## src/include/crs_params.svh

```systemverilog
// Constants of the circuit release supervisor: clock, timer ranges.
// Assumes a single system clock; timers count in millisecond ticks.
`ifndef CRS_PARAMS_SVH
`define CRS_PARAMS_SVH

// System clock period and timer tick period, in ns
`define CRS_CLK_NS      40
`define CRS_TICK_NS     1000000

// Repeat interval range for clear-forward, call-failure, blocking (ms)
`define CRS_REP_MIN_MS  16'd4000
`define CRS_REP_MAX_MS  16'd15000
// Address supervision range (ms)
`define CRS_ADR_MIN_MS  16'd20000
`define CRS_ADR_MAX_MS  16'd30000
// Continuity supervision range (ms)
`define CRS_COT_MIN_MS  16'd10000
`define CRS_COT_MAX_MS  16'd15000
// One-minute guard (ms)
`define CRS_GUARD_MS    16'd60000

// Number of supervision timers
`define CRS_NUM_TMR     10

`endif

```

## src/include/crs_pkg.sv

```systemverilog
// Types shared by the circuit release supervisor.
// Assumes crs_params.svh holds all numeric constants.
package crs_pkg;

    // Exchange role of this circuit end
    typedef enum logic [1:0] {ROLE_OUT, ROLE_IN, ROLE_TRANSIT} crs_role_type;

    // Release state of the circuit
    typedef enum logic [2:0] {
        ST_IDLE, ST_BUSY, ST_CF_WAIT, ST_BLK_RG, ST_BLK_CF, ST_OOS
    } crs_state_type;

    // Blocking / unblocking sequence state
    typedef enum logic [1:0] {B_IDLE, B_BLK, B_UBL} crs_blk_type;

    // Timer indices
    typedef enum {
        T_CFR, T_CFG, T_CLR, T_CLG, T_BKR, T_BKG, T_ADR, T_COT, T_ANS, T_CLB
    } crs_tmr_type;

endpackage : crs_pkg

```

## src/hdl/crs_supervisor.sv

```systemverilog
// Per-circuit release supervision: release, erasure, supervision timers.
// Assumes all event inputs are one-cycle pulses from call control logic
// on sys_clk_i, so no input synchronisers are needed.
`timescale 1ns/1ps
`include "crs_params.svh"

////////////////////////////////////////////////////////////////////////
// Function
// (RULE1) Received clear-forward releases the connection normally.
// (RULE2) Continuity fail, backward failures, early blocking also release.
// (RULE3) Outgoing: erase address data on backward signals or early clear.
// (RULE4) Incoming: erase on national backward, own signals, clear-forward.
// (RULE5) Transit: erase on backward signals, clear-forward, own congestion.
// (RULE6) Unreleasable after clear-forward: block, then release-guard on ack.
// (RULE7) Unreleasable after backward failure: block, clear-forward on ack.
// (RULE8) Missing release-guard within repeat interval resends clear-forward.
// (RULE9) After one minute: alert, stop repeating, out of service, block.
// (RULE10) Send call-failure on time-outs and on otherwise unclassed failures.
// (RULE11) Received call-failure: clear-forward, optional backward signal.
// (RULE12) Outgoing: no erasure within address interval releases and clears.
// (RULE13) Outgoing: answer or clear-back interval expiry releases and clears.
// (RULE14) Incoming, transit: no continuity in time releases, call-failure.
// (RULE15) Incoming: no national backward releases, unless other timing used.
// (RULE16) Incoming: address incomplete after complete releases, call-failure.
// (RULE17) Incoming, transit: call-failure repeats until clear-forward.
// (RULE18) A minute without clear-forward: stop, alert, out of service, block.
// (RULE19) Incoming: no clear-forward after own clear-back releases, clears.
// (RULE20) Transit: no erasure within address interval releases, call-failure.
// (RULE21) Repeat blocking/unblocking until acked; acknowledge received ones.
// (RULE22) No ack in a minute: alert, stop repeating, out of service.
// (RULE23) Range timers clamp expiry; repeats restart, guards do not.
module crs_supervisor
    import crs_pkg::*;
#(
    parameter int TICK_CYC = `CRS_TICK_NS / `CRS_CLK_NS
) (
    // Clock and reset
    input  logic         sys_clk_i,
    input  logic         rst_n_i,
    // Configuration
    input  crs_role_type role_i,
    input  logic [15:0]  rep_ms_i,
    input  logic [15:0]  adr_ms_i,
    input  logic [15:0]  cot_ms_i,
    input  logic [15:0]  ans_ms_i,
    input  logic [15:0]  clb_ms_i,
    input  logic         release_ok_i,
    input  logic         auto_repeat_i,
    input  logic         pass_back_i,
    input  logic         cont_expected_i,
    input  logic         adr_inc_timing_i,
    // Signals received from the peer or national side
    input  logic         iam_i,
    input  logic         addr_msg_i,
    input  logic         rx_clear_fwd_i,
    input  logic         rx_release_guard_i,
    input  logic         rx_addr_complete_i,
    input  logic         rx_addr_incomplete_i,
    input  logic         rx_congestion_i,
    input  logic         rx_line_cond_i,
    input  logic         rx_call_fail_i,
    input  logic         rx_blocking_i,
    input  logic         rx_unblocking_i,
    input  logic         rx_block_ack_i,
    input  logic         rx_unblock_ack_i,
    input  logic         rx_continuity_i,
    input  logic         rx_clear_back_i,
    input  logic         rx_answer_i,
    input  logic         nat_bwd_i,
    input  logic         nat_clear_fwd_i,
    input  logic         cc_fail_i,
    // Local call control events
    input  logic         tx_addr_complete_i,
    input  logic         tx_bwd_fail_i,
    input  logic         tx_reset_i,
    input  logic         own_cong_i,
    input  logic         tx_clear_back_i,
    input  logic         attempt_fail_i,
    input  logic         maint_block_i,
    input  logic         maint_unblock_i,
    // Signals to send and local indications
    output logic         tx_clear_fwd_o,
    output logic         tx_release_guard_o,
    output logic         tx_call_fail_o,
    output logic         tx_blocking_o,
    output logic         tx_unblocking_o,
    output logic         tx_block_ack_o,
    output logic         tx_unblock_ack_o,
    output logic         release_o,
    output logic         erase_o,
    output logic         bwd_ind_o,
    output logic         maint_alert_o,
    output logic         out_of_service_o,
    output logic         blocked_o
);

    localparam int NT = `CRS_NUM_TMR;

    // Clamp a programmed expiry into its permitted range
    function automatic logic [15:0] crs_clamp(input logic [15:0] v,
                                              input logic [15:0] lo,
                                              input logic [15:0] hi);
        if (v < lo) return lo;
        if (v > hi) return hi;
        return v;
    endfunction : crs_clamp

    crs_state_type st_r, st_nxt;
    crs_blk_type   bk_r, bk_nxt;
    logic [14:0]   tick_cnt_r;
    logic          tick_r;
    logic [15:0]   tcnt_r [NT];
    logic [NT-1:0] trun_r;
    logic [15:0]   lim    [NT];
    logic [NT-1:0] expd, tstart, tstop;
    logic          out_role, in_role;
    logic          bwd_seen_r, ac_gen_r;
    logic          cf_snd, rg_snd, cfl_snd, rel, bwd_snd, blk_req, alert;
    logic          oos_set, oos_clr, blk_snd, ubl_snd, blkd_set;
    logic          rx_bf, early_blk, to_out, to_inc, inc_ai, erase_ev;

    assign out_role = (role_i == ROLE_OUT);
    assign in_role  = (role_i == ROLE_IN);

    ////////////////////////////////////////////////////////////////////
    // Millisecond tick; a long divide keeps the timers only 16 bits wide
    always_ff @(posedge sys_clk_i) begin
        if (!rst_n_i) begin
            tick_cnt_r <= 15'h0000;
            tick_r     <= 1'b0;
        end else if (tick_cnt_r == 15'(TICK_CYC - 1)) begin
            tick_cnt_r <= 15'h0000;
            tick_r     <= 1'b1;
        end else begin
            tick_cnt_r <= tick_cnt_r + 15'h0001;
            tick_r     <= 1'b0;
        end
    end

    ////////////////////////////////////////////////////////////////////
    // Timer limits, range timers clamped
    always_comb begin
        lim[T_CFR] = crs_clamp(rep_ms_i, `CRS_REP_MIN_MS, `CRS_REP_MAX_MS); // RULE23
        lim[T_CLR] = lim[T_CFR];
        lim[T_BKR] = lim[T_CFR];
        lim[T_CFG] = `CRS_GUARD_MS;
        lim[T_CLG] = `CRS_GUARD_MS;
        lim[T_BKG] = `CRS_GUARD_MS;
        lim[T_ADR] = crs_clamp(adr_ms_i, `CRS_ADR_MIN_MS, `CRS_ADR_MAX_MS); // RULE23
        lim[T_COT] = crs_clamp(cot_ms_i, `CRS_COT_MIN_MS, `CRS_COT_MAX_MS); // RULE23
        lim[T_ANS] = ans_ms_i;
        lim[T_CLB] = clb_ms_i;
        for (int i = 0; i < NT; i++) begin
            expd[i] = trun_r[i] && (tcnt_r[i] >= lim[i]);
        end
    end

    // Timers: start wins, expiry self-stops so each fires one cycle
    always_ff @(posedge sys_clk_i) begin
        if (!rst_n_i) begin
            trun_r <= '0;
            for (int i = 0; i < NT; i++) tcnt_r[i] <= 16'h0000;
        end else begin
            for (int i = 0; i < NT; i++) begin
                if (tstart[i]) begin
                    tcnt_r[i] <= 16'h0000;
                    trun_r[i] <= 1'b1;
                end else if (tstop[i] || expd[i]) begin
                    trun_r[i] <= 1'b0;
                end else if (trun_r[i] && tick_r) begin
                    tcnt_r[i] <= tcnt_r[i] + 16'h0001;
                end
            end
        end
    end

    ////////////////////////////////////////////////////////////////////
    // Event decode
    assign rx_bf     = rx_addr_incomplete_i | rx_congestion_i |
                       rx_line_cond_i | rx_call_fail_i;
    assign early_blk = rx_blocking_i && out_role && !bwd_seen_r;
    assign inc_ai    = in_role && ac_gen_r && rx_addr_incomplete_i;
    assign to_out    = (out_role && expd[T_ADR]) || expd[T_ANS] ||
                       expd[T_CLB];
    assign to_inc    = (!out_role && (expd[T_ADR] || expd[T_COT])) || inc_ai;

    // Release state machine, call-failure and blocking supervision
    always_comb begin
        st_nxt   = st_r;
        bk_nxt   = bk_r;
        cf_snd   = 1'b0;
        rg_snd   = 1'b0;
        cfl_snd  = 1'b0;
        rel      = 1'b0;
        bwd_snd  = 1'b0;
        blk_req  = 1'b0;
        alert    = 1'b0;
        oos_set  = 1'b0;
        oos_clr  = 1'b0;
        blk_snd  = 1'b0;
        ubl_snd  = 1'b0;
        blkd_set = 1'b0;
        tstart   = '0;
        tstop    = '0;
        case (st_r)
            ST_IDLE, ST_BUSY: begin
                if (rx_clear_fwd_i && release_ok_i) begin
                    rel    = 1'b1;                               // RULE1
                    rg_snd = 1'b1;
                    st_nxt = ST_IDLE;
                end else if (rx_clear_fwd_i) begin
                    oos_set = 1'b1;                              // RULE6
                    blk_req = 1'b1;
                    st_nxt  = ST_BLK_RG;
                end else if (st_r == ST_BUSY && (to_inc || to_out)) begin
                    rel     = 1'b1;                 // RULE12 RULE13 RULE19
                    cf_snd  = 1'b1;                 // RULE14 RULE15 RULE20
                    cfl_snd = to_inc;                            // RULE10
                    st_nxt  = ST_CF_WAIT;                        // RULE16
                end else if (st_r == ST_BUSY && rx_bf && !release_ok_i) begin
                    oos_set = 1'b1;                              // RULE7
                    blk_req = 1'b1;
                    st_nxt  = ST_BLK_CF;
                end else if (st_r == ST_BUSY &&
                             (rx_bf || cc_fail_i || early_blk)) begin
                    rel     = 1'b1;                              // RULE2
                    cf_snd  = 1'b1;                              // RULE11
                    bwd_snd = rx_call_fail_i && pass_back_i;     // RULE11
                    st_nxt  = ST_CF_WAIT;
                end else if (iam_i) begin
                    st_nxt = ST_BUSY;
                end
            end
            ST_CF_WAIT: begin
                if (rx_release_guard_i) begin
                    tstop[T_CFR] = 1'b1;
                    tstop[T_CFG] = 1'b1;
                    st_nxt       = ST_IDLE;
                end else if (expd[T_CFG]) begin
                    alert        = 1'b1;                         // RULE9
                    oos_set      = 1'b1;
                    blk_req      = 1'b1;
                    tstop[T_CFR] = 1'b1;
                    st_nxt       = ST_OOS;
                end else if (expd[T_CFR]) begin
                    cf_snd = 1'b1;                               // RULE8
                end
            end
            ST_BLK_RG: begin
                if (rx_block_ack_i) begin
                    rg_snd = 1'b1;                               // RULE6
                    st_nxt = ST_OOS;
                end
            end
            ST_BLK_CF: begin
                if (rx_block_ack_i) begin
                    cf_snd = 1'b1;                               // RULE7
                    st_nxt = ST_CF_WAIT;
                end
            end
            ST_OOS: begin
                if (bk_r == B_UBL && rx_unblock_ack_i) st_nxt = ST_IDLE;
            end
            default: st_nxt = ST_IDLE;
        endcase

        // Clear-forward: repeat timer restarts, guard only on first send
        tstart[T_CFR] = cf_snd;                                  // RULE23
        tstart[T_CFG] = cf_snd && (st_r != ST_CF_WAIT);          // RULE23

        // Call-failure supervision toward the incoming circuit
        if (attempt_fail_i) cfl_snd = 1'b1;                      // RULE10
        if (rx_clear_fwd_i) begin
            tstop[T_CLR] = 1'b1;
            tstop[T_CLG] = 1'b1;
        end else if (expd[T_CLG]) begin
            alert        = 1'b1;                                 // RULE18
            oos_set      = 1'b1;
            blk_req      = 1'b1;
            tstop[T_CLR] = 1'b1;
        end else if (expd[T_CLR]) begin
            cfl_snd       = 1'b1;                                // RULE17
            tstart[T_CLR] = 1'b1;
        end
        if (!out_role && (cfl_snd || tx_bwd_fail_i) && !expd[T_CLR]) begin
            tstart[T_CLR] = 1'b1;                                // RULE17
            tstart[T_CLG] = !trun_r[T_CLG];                      // RULE23
        end

        // Blocking and unblocking with acknowledgement supervision
        case (bk_r)
            B_IDLE: begin
                if (blk_req || maint_block_i) begin
                    blk_snd = 1'b1;
                    bk_nxt  = B_BLK;
                end else if (maint_unblock_i) begin
                    ubl_snd = 1'b1;
                    bk_nxt  = B_UBL;
                end
                tstart[T_BKR] = blk_snd || ubl_snd;
                tstart[T_BKG] = blk_snd || ubl_snd;
            end
            B_BLK, B_UBL: begin
                if ((bk_r == B_BLK && rx_block_ack_i) ||
                    (bk_r == B_UBL && rx_unblock_ack_i)) begin
                    blkd_set     = (bk_r == B_BLK);
                    oos_clr      = (bk_r == B_UBL);
                    tstop[T_BKR] = 1'b1;
                    tstop[T_BKG] = 1'b1;
                    bk_nxt       = B_IDLE;
                end else if (expd[T_BKG]) begin
                    alert        = 1'b1;                         // RULE22
                    oos_set      = 1'b1;
                    tstop[T_BKR] = 1'b1;
                    bk_nxt       = B_IDLE;
                end else if (expd[T_BKR]) begin
                    blk_snd       = (bk_r == B_BLK);             // RULE21
                    ubl_snd       = (bk_r == B_UBL);
                    tstart[T_BKR] = 1'b1;                        // RULE23
                end
            end
            default: bk_nxt = B_IDLE;
        endcase

        // Call setup supervision timers
        tstart[T_ADR] = (addr_msg_i || iam_i) &&
                        !(in_role && adr_inc_timing_i);          // RULE15
        tstart[T_COT] = iam_i && !out_role && cont_expected_i;   // RULE14
        tstart[T_ANS] = iam_i && out_role;                       // RULE13
        tstart[T_CLB] = out_role ? rx_clear_back_i :
                        (in_role && tx_clear_back_i);            // RULE19
        tstop[T_ADR]  = rel || (in_role ? nat_bwd_i :
                        (rx_addr_complete_i || rx_bf));
        tstop[T_COT]  = rel || rx_continuity_i;
        tstop[T_ANS]  = rel || rx_answer_i;
        tstop[T_CLB]  = rel || (out_role ? nat_clear_fwd_i : rx_clear_fwd_i);
    end

    // Erasure of stored address and routing data, per role
    always_comb begin
        case (role_i)
            ROLE_OUT: erase_ev = rx_addr_complete_i || rx_bf ||
                                 (rel && !auto_repeat_i);        // RULE3
            ROLE_IN:  erase_ev = nat_bwd_i || tx_addr_complete_i ||
                                 tx_bwd_fail_i || tx_reset_i ||
                                 rx_clear_fwd_i;                 // RULE4
            ROLE_TRANSIT: erase_ev = rx_addr_complete_i || rx_bf ||
                                 rx_clear_fwd_i || own_cong_i;   // RULE5
            default:  erase_ev = 1'b0;
        endcase
    end

    ////////////////////////////////////////////////////////////////////
    // State registers
    always_ff @(posedge sys_clk_i) begin
        if (!rst_n_i) begin
            st_r <= ST_IDLE;
            bk_r <= B_IDLE;
        end else begin
            st_r <= st_nxt;
            bk_r <= bk_nxt;
        end
    end

    // Call history flags, cleared once the call leaves busy
    always_ff @(posedge sys_clk_i) begin
        if (!rst_n_i || st_r != ST_BUSY) begin
            bwd_seen_r <= 1'b0;
            ac_gen_r   <= 1'b0;
        end else begin
            bwd_seen_r <= bwd_seen_r || rx_addr_complete_i || rx_bf ||
                          rx_answer_i;
            ac_gen_r   <= ac_gen_r || tx_addr_complete_i;
        end
    end

    // Sticky status; a set in the same cycle beats a clear
    always_ff @(posedge sys_clk_i) begin
        if (!rst_n_i) begin
            out_of_service_o <= 1'b0;
            blocked_o        <= 1'b0;
        end else begin
            out_of_service_o <= oos_set || (out_of_service_o && !oos_clr);
            blocked_o        <= blkd_set || (blocked_o && !oos_clr);
        end
    end

    // Signal pulses; acks to peer blocking are never held back by a call
    always_ff @(posedge sys_clk_i) begin
        if (!rst_n_i) begin
            tx_clear_fwd_o     <= 1'b0;
            tx_release_guard_o <= 1'b0;
            tx_call_fail_o     <= 1'b0;
            tx_blocking_o      <= 1'b0;
            tx_unblocking_o    <= 1'b0;
            tx_block_ack_o     <= 1'b0;
            tx_unblock_ack_o   <= 1'b0;
            release_o          <= 1'b0;
            erase_o            <= 1'b0;
            bwd_ind_o          <= 1'b0;
            maint_alert_o      <= 1'b0;
        end else begin
            tx_clear_fwd_o     <= cf_snd;
            tx_release_guard_o <= rg_snd;
            tx_call_fail_o     <= cfl_snd;
            tx_blocking_o      <= blk_snd;
            tx_unblocking_o    <= ubl_snd;
            tx_block_ack_o     <= rx_blocking_i;                 // RULE21
            tx_unblock_ack_o   <= rx_unblocking_i;               // RULE21
            release_o          <= rel;
            erase_o            <= erase_ev;
            bwd_ind_o          <= bwd_snd;
            maint_alert_o      <= alert;
        end
    end
endmodule : crs_supervisor

```

## config.mk

```make
export PLATFORM = sky130hd
export DESIGN_NAME = crs_supervisor
export DESIGN_NICKNAME = d
export VERILOG_FILES = /design/src/include/crs_pkg.sv /design/src/hdl/crs_supervisor.sv
export VERILOG_INCLUDE_DIRS = /design/src /design/src/include
export SDC_FILE = /design/constraint.sdc
export NUM_CORES = 1
export LEC_CHECK = 0
export ABC_AREA = 1
export BUFFER_PORTS_ARGS = -buffer_cell sky130_fd_sc_hd__buf_4
export CAP_MARGIN = 20
export CORE_MARGIN = 2
export CORE_UTILIZATION = 55
export CTS_CLUSTER_DIAMETER = 50
export DETAILED_ROUTE_END_ITERATION = 10
export HOLD_SLACK_MARGIN = 0.05
export PLACE_DENSITY = 0.75
export SETUP_SLACK_MARGIN = 0.05
export SLEW_MARGIN = 30
export SYNTH_ARGS = -nofsm -noshare
export SYNTH_HDL_FRONTEND = slang
export SYNTH_SLANG_ARGS = --single-unit
```

## constraint.sdc

```tcl
create_clock -name sys_clk_i -period 9 [get_ports sys_clk_i]
set_input_delay 2.25 -clock sys_clk_i [delete_from_list [all_inputs] [get_ports sys_clk_i]]
set_output_delay 2.25 -clock sys_clk_i [all_outputs]
set_load 0.01 [all_outputs]
```

==> Yosys cells after proc, flatten, opt, wreduce, memory -nomap -nowiden <==
Memories as Yosys holds them, arrays and structs flattened.
Index checks and enable logic that the tools add are counted.
{ "totals": {"word_cells": 457, "ram_bits": 160, "in_bits": 116, "n_memories": 1, "register_bits": 46} }
{ "op_classes": {"magnitude_cmp": 16, "n_eq_ne": 19, "n_addsub": 11, "n_reduce_logical": 115, "bitwise": 26, "mux": 240} }
{ "memory_table": {"columns": ["memory", "depth", "width", "read_ports", "rd_ports_with_merged_regs", "wr", "line_no", "text"], "rows": [
  ["tcnt_r", 10, 16, 10, 0, 10, "crs_supervisor.sv:112", "logic [15:0] tcnt_r [NT];"]
]} }
{ "ops": {"columns": ["operator", "count"], "rows": [
  ["16-bit two-way mux", 32],
  ["1-bit two-way mux", 181],
  ["16-bit by 1-bit adder with 16-bit output, second input constant", 10],
  ["16-bit >= comparator", 7],
  ["16-bit >= comparator, second input constant", 3],
  ["1-bit logical AND", 46],
  ["1-bit logical OR", 41],
  ["3-bit two-way mux", 11],
  ["16-bit by 14-bit > comparator with 1-bit output, second input constant", 2],
  ["1-bit bitwise OR", 23],
  ["2-bit nonzero test", 10],
  ["16-bit by 15-bit > comparator with 1-bit output, second input constant", 1],
  ["16-bit by 12-bit less-than comparator with 1-bit output, second input constant", 1],
  ["16-bit by 14-bit less-than comparator with 1-bit output, second input constant", 1],
  ["16-bit by 15-bit less-than comparator with 1-bit output, second input constant", 1],
  ["15-bit by 1-bit adder with 15-bit output, second input constant", 1],
  ["15-bit == test, second input constant", 1],
  ["3-bit one-hot mux with 5 select lines", 1],
  ["2-bit two-way mux", 7],
  ["1-bit one-hot mux with 2 select lines", 5],
  ["1-bit logical NOT", 9],
  ["3-bit inequality test, second input constant", 3],
  ["7-bit inequality test, second input constant", 1],
  ["7-bit OR reduction", 1],
  ["other kinds (16)", 28]
]} }

==> Logic depth before layout (Yosys ltp) <==
Gate-level depths: netlist (run 1).
{ "depth": {"word_depth": 29, "depth_mapped": 32, "depth_no_buf": 31} }

==> Least setup slack after synthesis (run 1) <==
OpenSTA, ideal clock, no wires.
{ "synth_path": {"kind": "input to register", "start": "in adr_ms_i[2]", "end": "mem tcnt_r[5][0], enable pin", "t_arrival_ns": 5.390, "required_time_ns": 8.549, "path_stages": 24, "setup_slack_ns": 3.159, "n_path_buf": 1, "setup_time_ns": 0.451, "cell_sequence": "nor2_1 nand2_1 a31oi_1 o21bai_1 a21oi_1 o31ai_1 inv_1 a21oi_1 ha_1 a21oi_1 o21ai_0 a21oi_1 nand2_1 nand2_1 nand3_1 nand2_1 nand2_1 nand2_2 nand2_2 nand4_4 nand2_4 nand3_2 buf_6 nand4_1"} }
{ "synth_rtl": {"columns": ["element", "line_no", "text"], "rows": [
  ["start: declaration", "crs_supervisor.sv:43", "input logic [15:0] adr_ms_i,"],
  ["end: declaration", "crs_supervisor.sv:112", null]
]} }

==> run metrics, run 1 <==
status=finished clean; antenna violations before repair=0; die area=27,000 um2; number of CTS-inserted buffers=30; critical path class=input pin to register; PostCTS Resize Cnt=0; most frequent cells in the layout=nand2_1 (289), inv_1 (278), nor2_1 (209); worst-case reg-to-reg path depth=17; initial drt markers=751; # rows=58; final period utilization=70.5%; Syn Std Cell Area=14,100 um2; Setup Buffers After CTS=0; Hold Path Class=register to register; H-tree depth=1; HP Start=tick_cnt_r[0]$_SDFF_PP0_; area of the core=25,200 um2; vias in the first global route=11,100; largest net degree at the start of global routing=23; Max Clock Freq=0.158 GHz; Synth area leader=edfxtp_1; clk_skew=0.0175 ns; Worst Setup End Kind=register; multi-input logic area=7290 um2; layout cells sized above 1=13.9%; Slew HR=43.0%; routability cong.=0.871; Clk pin slew, worst setup/hold paths=0.05 ns; Cells after Synth=1,717; Mapped Avg Cell Area=8.23 um2; TritonCTS clock tree=yes; routed len/inst=13.7 um; Pins Over Slew Limit=0; synth top area cells=edfxtp_1 (34%), ha_1 (12%), nand2_1 (7.7%); height of the die=164 um; Final Hold Vio Count=0; CTS root buf=clkbuf_16; Filler cells=2,091; RSZ-0062 raised after global routing=false; area delta synth->final=16.2%; Reg area=5730 um2; PD cells=178 nW/um2; hold buffers post-CTS=0; top_reg_cell synth=edfxtp_1; Warnings, synthesis=0; crit path from=adr_ms_i[2]; CP startpoint kind=input pin; Worst Hold Depth=1; DRC viols=0; cell area after layout=16,400 um2; via/cell ratio=5.26; CTS max path bufs=3; n_diodes=0; die width=164 um; CTS Sinks=206; global-route wire length before repair=50.0 mm; antenna-violating nets left=0; Max Cap Viol=0; routed vias=11,700; most common cell after layout, fill and taps aside=nand2_1; TNS Setup=0 ns; Initial Utilization=56.1%; Async SR Flop Fraction=0%; Skew-Pair Late Insertion Delay=0.55 ns; HPWL Detailed=22.9 mm; final WL=30.5 mm; First-pass DRT Iterations=5; Yosys cell types=54; top cell type's share of synthesized area=34.0%; CP Max Fanout=17; # IOs=129; overall routing resource usage=22.3%; setup violators final=0; VDD IR-drop max=0.126 mV; remaining global-route overflow=0; CP Data Arrival Time=6.37 ns; Crit path required time=9.03 ns; EDFF count, synth=160; Leak Pwr=7.27 nW; Seq cells post-synth=206; I/O Buffers=128; # nets final=2,117; r2r startpoint=tcnt_r[7][5]$_SDFFCE_PN0P_; Area after DPL=15,400 um2; register area share after synthesis=40.5%; r2r setup slk=5.13 ns; min cycle time layout=6.35 ns; worst-margin pin slew=0.852 ns
[worst max-delay path, stage by stage]
cell	delay (ns)
buf_4	0.08
nor2_1	0.03
nand2_1	0.05
a31oi_1	0.08
o21bai_1	0.13
a21oi_1	0.07
o31ai_1	0.55
inv_1	0.27
a21oi_1	0.22
ha_1	0.19
nand2_1	0.06
o21ai_0	0.20
a21oi_1	0.09
nand2_1	0.11
nand2_1	0.08
nand3_1	0.09
nand2_1	0.07
o21bai_1	0.14
inv_1	0.08
nand3b_1	0.10
nand3_1	0.12
nand3_1	0.48
nand4_1	0.82
[power by group]
part / total, mW / internal, mW / leakage [nW] / switching, mW
Combinational: 0.535 / 0.209 / 4.67 / 0.326
Clock: 1.14 / 0.690 / 0.479 / 0.450
Sequential: 1.25 / 1.15 / 2.12 / 0.100
[cell usage after synthesis (2+ instances only)]
cell / n
a21o_1: 3
o21ai_2: 2
buf_6: 5
a21oi_1: 109
buf_4: 3
xnor2_1: 30
o31ai_1: 4
nor3_4: 3
a31oi_1: 10
nor4_1: 12
inv_1: 278
edfxtp_1: 160
nand4_4: 2
nor3_1: 63
clkbuf_1: 6
a21oi_2: 3
ha_1: 130
or2_2: 13
nand2_4: 5
dfxtp_1: 46
nor3b_1: 19
nand4_1: 27
o21a_1: 8
nand2_1: 289
xor2_1: 58
nand3_2: 4
conb_1: 2
o21ai_0: 42
nand3b_1: 5
nor2_2: 39
nor2_1: 209
and3b_1: 2
nand3_1: 91
o21bai_1: 4
nand2_2: 6
o221ai_1: 2
a211oi_1: 3
nor3_2: 3
o211ai_1: 2
[sequential cells by signal, summed over array words and instances, names as in the netlist, 2 cells and up]
register    cells
bk_r            2
tick_cnt_r     15
st_r            3
trun_r         10
tcnt_r        160
[worst paths after layout]
kind	to
worst max-delay path	tcnt_r[2][5]$_SDFFCE_PN0P_
worst min-delay path	tick_cnt_r[0]$_SDFF_PP0_
worst max register to register	tcnt_r[2][5]$_SDFFCE_PN0P_
worst min register to register	tick_cnt_r[0]$_SDFF_PP0_
[stage by stage]
step	utilization (%)	std cells	worst slack, ns	power, mW	hold slack (ns)
after floorplan	-	1726	3.16	1.62	0.418
after global placement	61.3	2169	2.26	1.77	0.429
after detailed placement	61.3	2169	2.07	1.79	0.452
after CTS	65.2	2225	2.66	2.93	0.474
after global routing	65.2	2225	2.07	3.06	0.493
final	65.2	2225	2.65	2.92	0.463
[metal layers]
metal  vias to the layer above  GRT usage (%)  share of wire (%)
met1                      5331           29.2                 46
met2                       289           39.0                 47
met4                         0           5.70                1.7
met5                         -              0                  0
met3                        45           2.93                5.8
li1                       6031              -                  -
[final cells by class]
cell class | count | area share, %
Tap cell | 330 | 2.51
Clock buffer | 34 | 4.78
Multi-Input combinational cell | 1225 | 44.4
Clock inverter | 22 | 1.21
Sequential cell | 206 | 34.9
Inverter | 280 | 6.41
Timing Repair Buffer | 128 | 5.85
[logic make-up (layout without fill, tap and decap cells)]
family                   Yosys count  count (layout)  share of synthesized area, %
AO/OA/AOI/OAI                    199             199                          8.00
XOR/XNOR                          88              88                          5.45
adder cells (fa/ha/maj)          130             130                          11.5
buffers and inverters            295             464                          8.20
flip-flops                       206             206                          40.5
other                              2              11                        0.0531
AND/OR/NAND/NOR                  797             797                          26.3
(Power assumes the default switching activity.)
==> run 2: changes to the inputs <==
==> constraint.sdc (replaced) <==
create_clock -name sys_clk_i -period 6.6 [get_ports sys_clk_i]
set_input_delay 1.65 -clock sys_clk_i [delete_from_list [all_inputs] [get_ports sys_clk_i]]
set_output_delay 1.65 -clock sys_clk_i [all_outputs]
set_load 0.01 [all_outputs]
==> run metrics, run 2 (same netlist as run 1, synthesis figures left out) <==
RSZ-0062 raised after global routing=false; overall routing resource usage=22.5% (+0.15 points); biggest regs=tcnt_r x160, tick_cnt_r x15, trun_r x10; CP startpoint kind=input pin; CP Max Fanout=17 (unchanged); Int Pwr=2.72 mW (+33%); crit-path max cell delay=0.67 ns (-0.15 ns); die width=164 um (unchanged); n_diodes=0 (unchanged); Initial Utilization=56.1% (unchanged); VDD IR-drop max=0.185 mV (+47%); most frequent cells in the layout=nand2_1 (289), inv_1 (278), nor2_1 (209); Skew-Pair Late Insertion Delay=0.54 ns (about the same); crit-path leading delay family=simple AND/OR/NAND/NOR gates; Worst Hold Depth=1 (unchanged); First-pass DRT Iterations=5 (unchanged); Net Sw Power=1.20 mW (+36%); PostCTS Resize Cnt=0 (unchanged); remaining global-route overflow=0 (unchanged); r2r startpoint=tcnt_r[7][7]$_SDFFCE_PN0P_; CP Data Arrival Time=5.55 ns (-0.82 ns); routed vias=11,700 (-0.31%); Leak Pwr=7.28 nW (+0.13%); clock group share of total power=38.1% (-0.9 points); Comb power frac=18.6% (+0.3 points); initial drt markers=872 (+16%); final hold slack=0.449 ns (-0.0138 ns); H-tree depth=1 (unchanged); Setup Buffers After CTS=0 (unchanged); Clk pin slew, worst setup/hold paths=0.06 ns (about the same); cell area after layout=16,400 um2 (about the same); critical path's most frequent cell=nand2_1; hold buffers post-CTS=0 (unchanged); final WL=30.0 mm (-1.6%); # nets final=2,122 (+0.24%); final period utilization=81.6%; power share of the sequential group=43.2% (+0.6 points); R2R Path End=tcnt_r[0][3]$_SDFFCE_PN0P_; area of the core=25,200 um2 (unchanged); CTS max path bufs=3 (unchanged); global-route wire length before repair=50.2 mm (+0.40%); Worst Setup End Kind=register; antenna violations before repair=0 (unchanged); # rows=58 (unchanged); routability cong.=0.869 (-0.17%); I/O Buffers=128 (unchanged); largest reg by FF count=tcnt_r; number of CTS-inserted buffers=29 (-3.3%); non-filler instance count after layout=2,228 (+0.13%); Max Clock Freq=0.186 GHz; clk_skew=0.0168 ns (-0.000722 ns); min cycle time layout=5.38 ns; die area=27,000 um2 (unchanged); setup violators final=0 (unchanged); Min-Delay Endpoint=tick_cnt_r[0]$_SDFF_PP0_; r2r setup slk=3.08 ns (-2.05 ns); WP buf/inv=3 (unchanged); Slew HR=42.9% (-0.15 points); via/cell ratio=5.23 (-0.44%); most common cell after layout, fill and taps aside=nand2_1; HP Start=tick_cnt_r[0]$_SDFF_PP0_; antenna-violating nets left=0 (unchanged); largest net degree at the start of global routing=23 (unchanged); max reg flops=160 (unchanged); status=finished clean; Hold Path Class=register to register; TNS Setup=0 ns (unchanged); HPWL Detailed=23.0 mm (+0.58%); vias in the first global route=11,200 (+0.92%); Crit path required time=6.76 ns (-2.27 ns); critical path class=input pin to register; Max Cap Viol=0 (unchanged); area delta synth->final=16.2% (about the same); # IOs=129 (unchanged); TritonCTS clock tree=yes; CTS Sinks=206 (unchanged); CTS root buf=clkbuf_16; Final Hold Vio Count=0 (unchanged); Slowest-stage cell, CP=nand3_1; PD cells=238 nW/um2 (+34%); placed cells=2,175 (+0.28%); Area after DPL=15,500 um2 (+0.29%); routed len/inst=13.5 um (-1.8%); DRC viols=0 (unchanged); Pins Over Slew Limit=0 (unchanged); height of the die=164 um (unchanged); worst-margin pin slew=0.856 ns (+0.00385 ns); Sw Ratio=30.5% (+0.52 points); worst-case reg-to-reg path depth=19 (+2); layout cells sized above 1=14.2% (+0.35 points)
-- run 2: layout make-up --
cell class	instances	area, um2
multi-input combinational	1225	7290
clock buffer	36	792
fill	2067	8760
tap	330	413
sequential	206	5730
timing repair buffer	134	1010
clock inverter	17	149
inverter	280	1050
-- run 2: worst max path at each step --
stage           startpoint                          end  cells after the start
2_1_floorplan  adr_ms_i[2]   tcnt_r[5][0]$_SDFFCE_PN0P_                     24
3_3_place_gp   adr_ms_i[2]   tcnt_r[0][2]$_SDFFCE_PN0P_                     25
3_5_place_dp   adr_ms_i[2]   tcnt_r[9][1]$_SDFFCE_PN0P_                     25
4_1_cts        adr_ms_i[2]   tcnt_r[0][2]$_SDFFCE_PN0P_                     25
5_1_grt        adr_ms_i[2]  tcnt_r[9][10]$_SDFFCE_PN0P_                     25
6_report       adr_ms_i[2]  tcnt_r[9][10]$_SDFFCE_PN0P_                     25
-- run 2: power by group through the flow --
| stage | combinational (mW) | sequential, mW | clock, mW |
|---|---|---|---|
| 2_1_floorplan | 0.517 | 1.69 | 0 |
| 3_3_place_gp | 0.707 | 1.71 | 0 |
| 3_5_place_dp | 0.727 | 1.72 | 0 |
| 4_1_cts | 0.733 | 1.69 | 1.52 |
| 5_1_grt | 0.833 | 1.72 | 1.57 |
| 6_report | 0.730 | 1.69 | 1.49 |
-- run 2: per-stage QoR --
step	total power, mW	utilization [%]	setup WS [ns]
final	3.92	65.2	1.22
after global routing	4.11	65.2	0.740
after CTS	3.94	65.2	1.17
after detailed placement	2.44	61.5	0.615
after global placement	2.42	61.5	0.728
after floorplan	2.20	-	1.36
-- run 2: routing by layer --
metal | share of wire, % | wire [um] | global-route usage (%) | vias to the layer above
met2 | 47 | 14200 | 39.4 | 279
met3 | 6.4 | 1930 | 3.16 | 39
met5 | 0 | 0 | 0 | -
met1 | 45 | 13400 | 29.4 | 5313
met4 | 1.5 | 451 | 5.10 | 0
li1 | - | - | - | 6029
==> run 3: changes to the inputs <==
==> constraint.sdc (replaced) <==
create_clock -name sys_clk_i -period 5.1 [get_ports sys_clk_i]
set_input_delay 1.275 -clock sys_clk_i [delete_from_list [all_inputs] [get_ports sys_clk_i]]
set_output_delay 1.275 -clock sys_clk_i [all_outputs]
set_load 0.01 [all_outputs]
==> run metrics, run 3 (same netlist as run 1, synthesis figures left out) <==
Clk pin slew, worst setup/hold paths=0.06 ns (about the same); routed vias=11,800 (+0.95%); HPWL Detailed=22.9 mm (-0.46%); cell area after layout=16,500 um2 (+0.18%); critical path's most frequent cell=nor3_1; HP Start=tick_cnt_r[0]$_SDFF_PP0_; antenna violations before repair=0 (unchanged); multi-input logic area=7290 um2 (about the same); Worst Setup End Kind=register; r2r startpoint=tcnt_r[7][5]$_SDFFCE_PN0P_; number of CTS-inserted buffers=27 (-6.9%); Filler cells=2,084 (+0.82%); critical path class=input pin to register; vias in the first global route=11,100 (-1.1%); worst-case reg-to-reg path depth=20 (+1); Leak Pwr=7.30 nW (+0.28%); CTS root buf=clkbuf_16; I/O Buffers=128 (unchanged); TritonCTS clock tree=yes; Max Cap Viol=0 (unchanged); worst-margin pin slew=0.781 ns (-0.0751 ns); Area after DPL=15,600 um2 (+0.73%); via/cell ratio=5.25 (+0.41%); CTS Sinks=206 (unchanged); CP Data Arrival Time=4.66 ns (-0.89 ns); largest net degree at the start of global routing=23 (unchanged); biggest regs=tcnt_r x160, tick_cnt_r x15, trun_r x10; Skew-Pair Late Insertion Delay=0.53 ns (about the same); Min-Delay Endpoint=tick_cnt_r[0]$_SDFF_PP0_; First-pass DRT Iterations=7 (+2); CP startpoint kind=input pin; n_diodes=0 (unchanged); Pins Over Slew Limit=0 (unchanged); largest reg by FF count=tcnt_r; global-route wire length before repair=49.9 mm (-0.73%); overall routing resource usage=22.2% (-0.22 points); min cycle time layout=4.44 ns; Max Clock Freq=0.225 GHz; # IOs=129 (unchanged); area delta synth->final=16.4%; Slowest-stage cell, CP=o21ai_0; H-tree depth=1 (unchanged); # nets final=2,135 (+0.61%); Final Hold Vio Count=0 (unchanged); RSZ-0062 raised after global routing=false; PD cells=301 nW/um2 (+26%); die width=164 um (unchanged); Setup Buffers After CTS=0 (unchanged); status=finished clean; Slew HR=47.9% (+5.0 points); # rows=58 (unchanged); crit-path max cell delay=0.49 ns (-0.18 ns); Worst Hold Depth=1 (unchanged); routed len/inst=13.4 um (-0.72%); remaining global-route overflow=0 (unchanged); routability cong.=0.884 (+1.7%); final WL=30.0 mm (-0.19%); height of the die=164 um (unchanged); final period utilization=87.1%; worst path cell trace=buf_4 -> nor3_1 -> nor2_1 -> nor3_1 -> inv_1 -> a311oi_1 -> o31ai_1 -> o21ai_0 -> ha_1 -> a21oi_1 -> o21ai_0 -> nand4_1 -> o211ai_1 -> a221oi_1 -> nand2_1 -> nor3_1 -> nand2_4 -> nand3_1 -> buf_4; Hold Path Class=register to register; initial drt markers=913 (+4.7%); CP Max Fanout=16 (-1); DRC viols=0 (unchanged); most common cell after layout, fill and taps aside=nand2_1; max reg flops=160 (unchanged); setup violators final=0 (unchanged); VDD IR-drop max=0.290 mV (+57%); final hold slack=0.442 ns (-0.00656 ns); CTS max path bufs=3 (unchanged); area of the core=25,200 um2 (unchanged); Reg area=5730 um2 (unchanged); die area=27,000 um2 (unchanged); layout cells sized above 1=14.7% (+0.43 points); clk_skew=0.0149 ns (-0.00187 ns); antenna-violating nets left=0 (unchanged); R2R Path End=tcnt_r[0][8]$_SDFFCE_PN0P_; Initial Utilization=56.1% (unchanged); Crit path required time=5.32 ns (-1.44 ns); TNS Setup=0 ns (unchanged); most frequent cells in the layout=nand2_1 (289), inv_1 (278), nor2_1 (209); r2r setup slk=2.10 ns (-0.98 ns)
## run 3: worst max-delay path by stage
stage / from / to / slack (ns) / cells after the start
3_3_place_gp: adr_ms_i[2] / tcnt_r[0][2]$_SDFFCE_PN0P_ / 0.09 / 26
5_1_grt: adr_ms_i[7] / tcnt_r[0][8]$_SDFFCE_PN0P_ / 0.29 / 29
2_1_floorplan: adr_ms_i[2] / tcnt_r[5][0]$_SDFFCE_PN0P_ / 0.23 / 24
3_5_place_dp: adr_ms_i[2] / tcnt_r[0][1]$_SDFFCE_PN0P_ / -0.06 / 26
6_report: rep_ms_i[0] / tcnt_r[0][8]$_SDFFCE_PN0P_ / 0.66 / 19
4_1_cts: adr_ms_i[2] / tcnt_r[0][10]$_SDFFCE_PN0P_ / 0.48 / 26
## run 3: critical path: cells and delay by family
family	cells	cell delay [ns]
fa+ha+maj	1	0.34
simple gates	8	1.10
buf+inv	3	0.41
compound gates	7	1.52
## run 3: area by class of cell
type | instances | area share (%)
multi-input cells | 1225 | 44.3
flip-flops and latches | 206 | 34.8
repair buffers | 149 | 6.80
inverters | 280 | 6.40
clock buffers | 31 | 4.20
well taps | 330 | 2.51
clock inverters | 19 | 0.989
## run 3: layer usage
layer	global-route usage [%]	wire (um)	part of all wire, %	vias to the layer above
met3	2.88	1720	5.8	33
met2	39.0	14100	47	269
li1	-	-	-	6041
met1	29.3	13600	45	5428
met4	4.78	484	1.6	0
met5	0	0	0	-
## run 3: timing repair
item                       CTS  global route
hold buffers                 0             0
setup endpoints to repair    0            16
gates resized for setup      0             1
## run 3: per-stage QoR
step / util, % / worst slack [ns] / cells / power (mW)
global route: 65.3 / 0.290 / 2240 / 5.20
floorplan: - / 0.234 / 1726 / 2.85
detailed placement: 61.9 / -0.0564 / 2190 / 3.17
finish: 65.3 / 0.658 / 2240 / 4.95
global placement: 61.9 / 0.0856 / 2190 / 3.13
CTS: 65.3 / 0.481 / 2240 / 4.98
## run 3: where the power goes
group	switching [mW]	internal, mW	leakage [nW]
combinational	0.575	0.383	4.76
clock	0.755	1.04	0.416
sequential	0.175	2.02	2.12
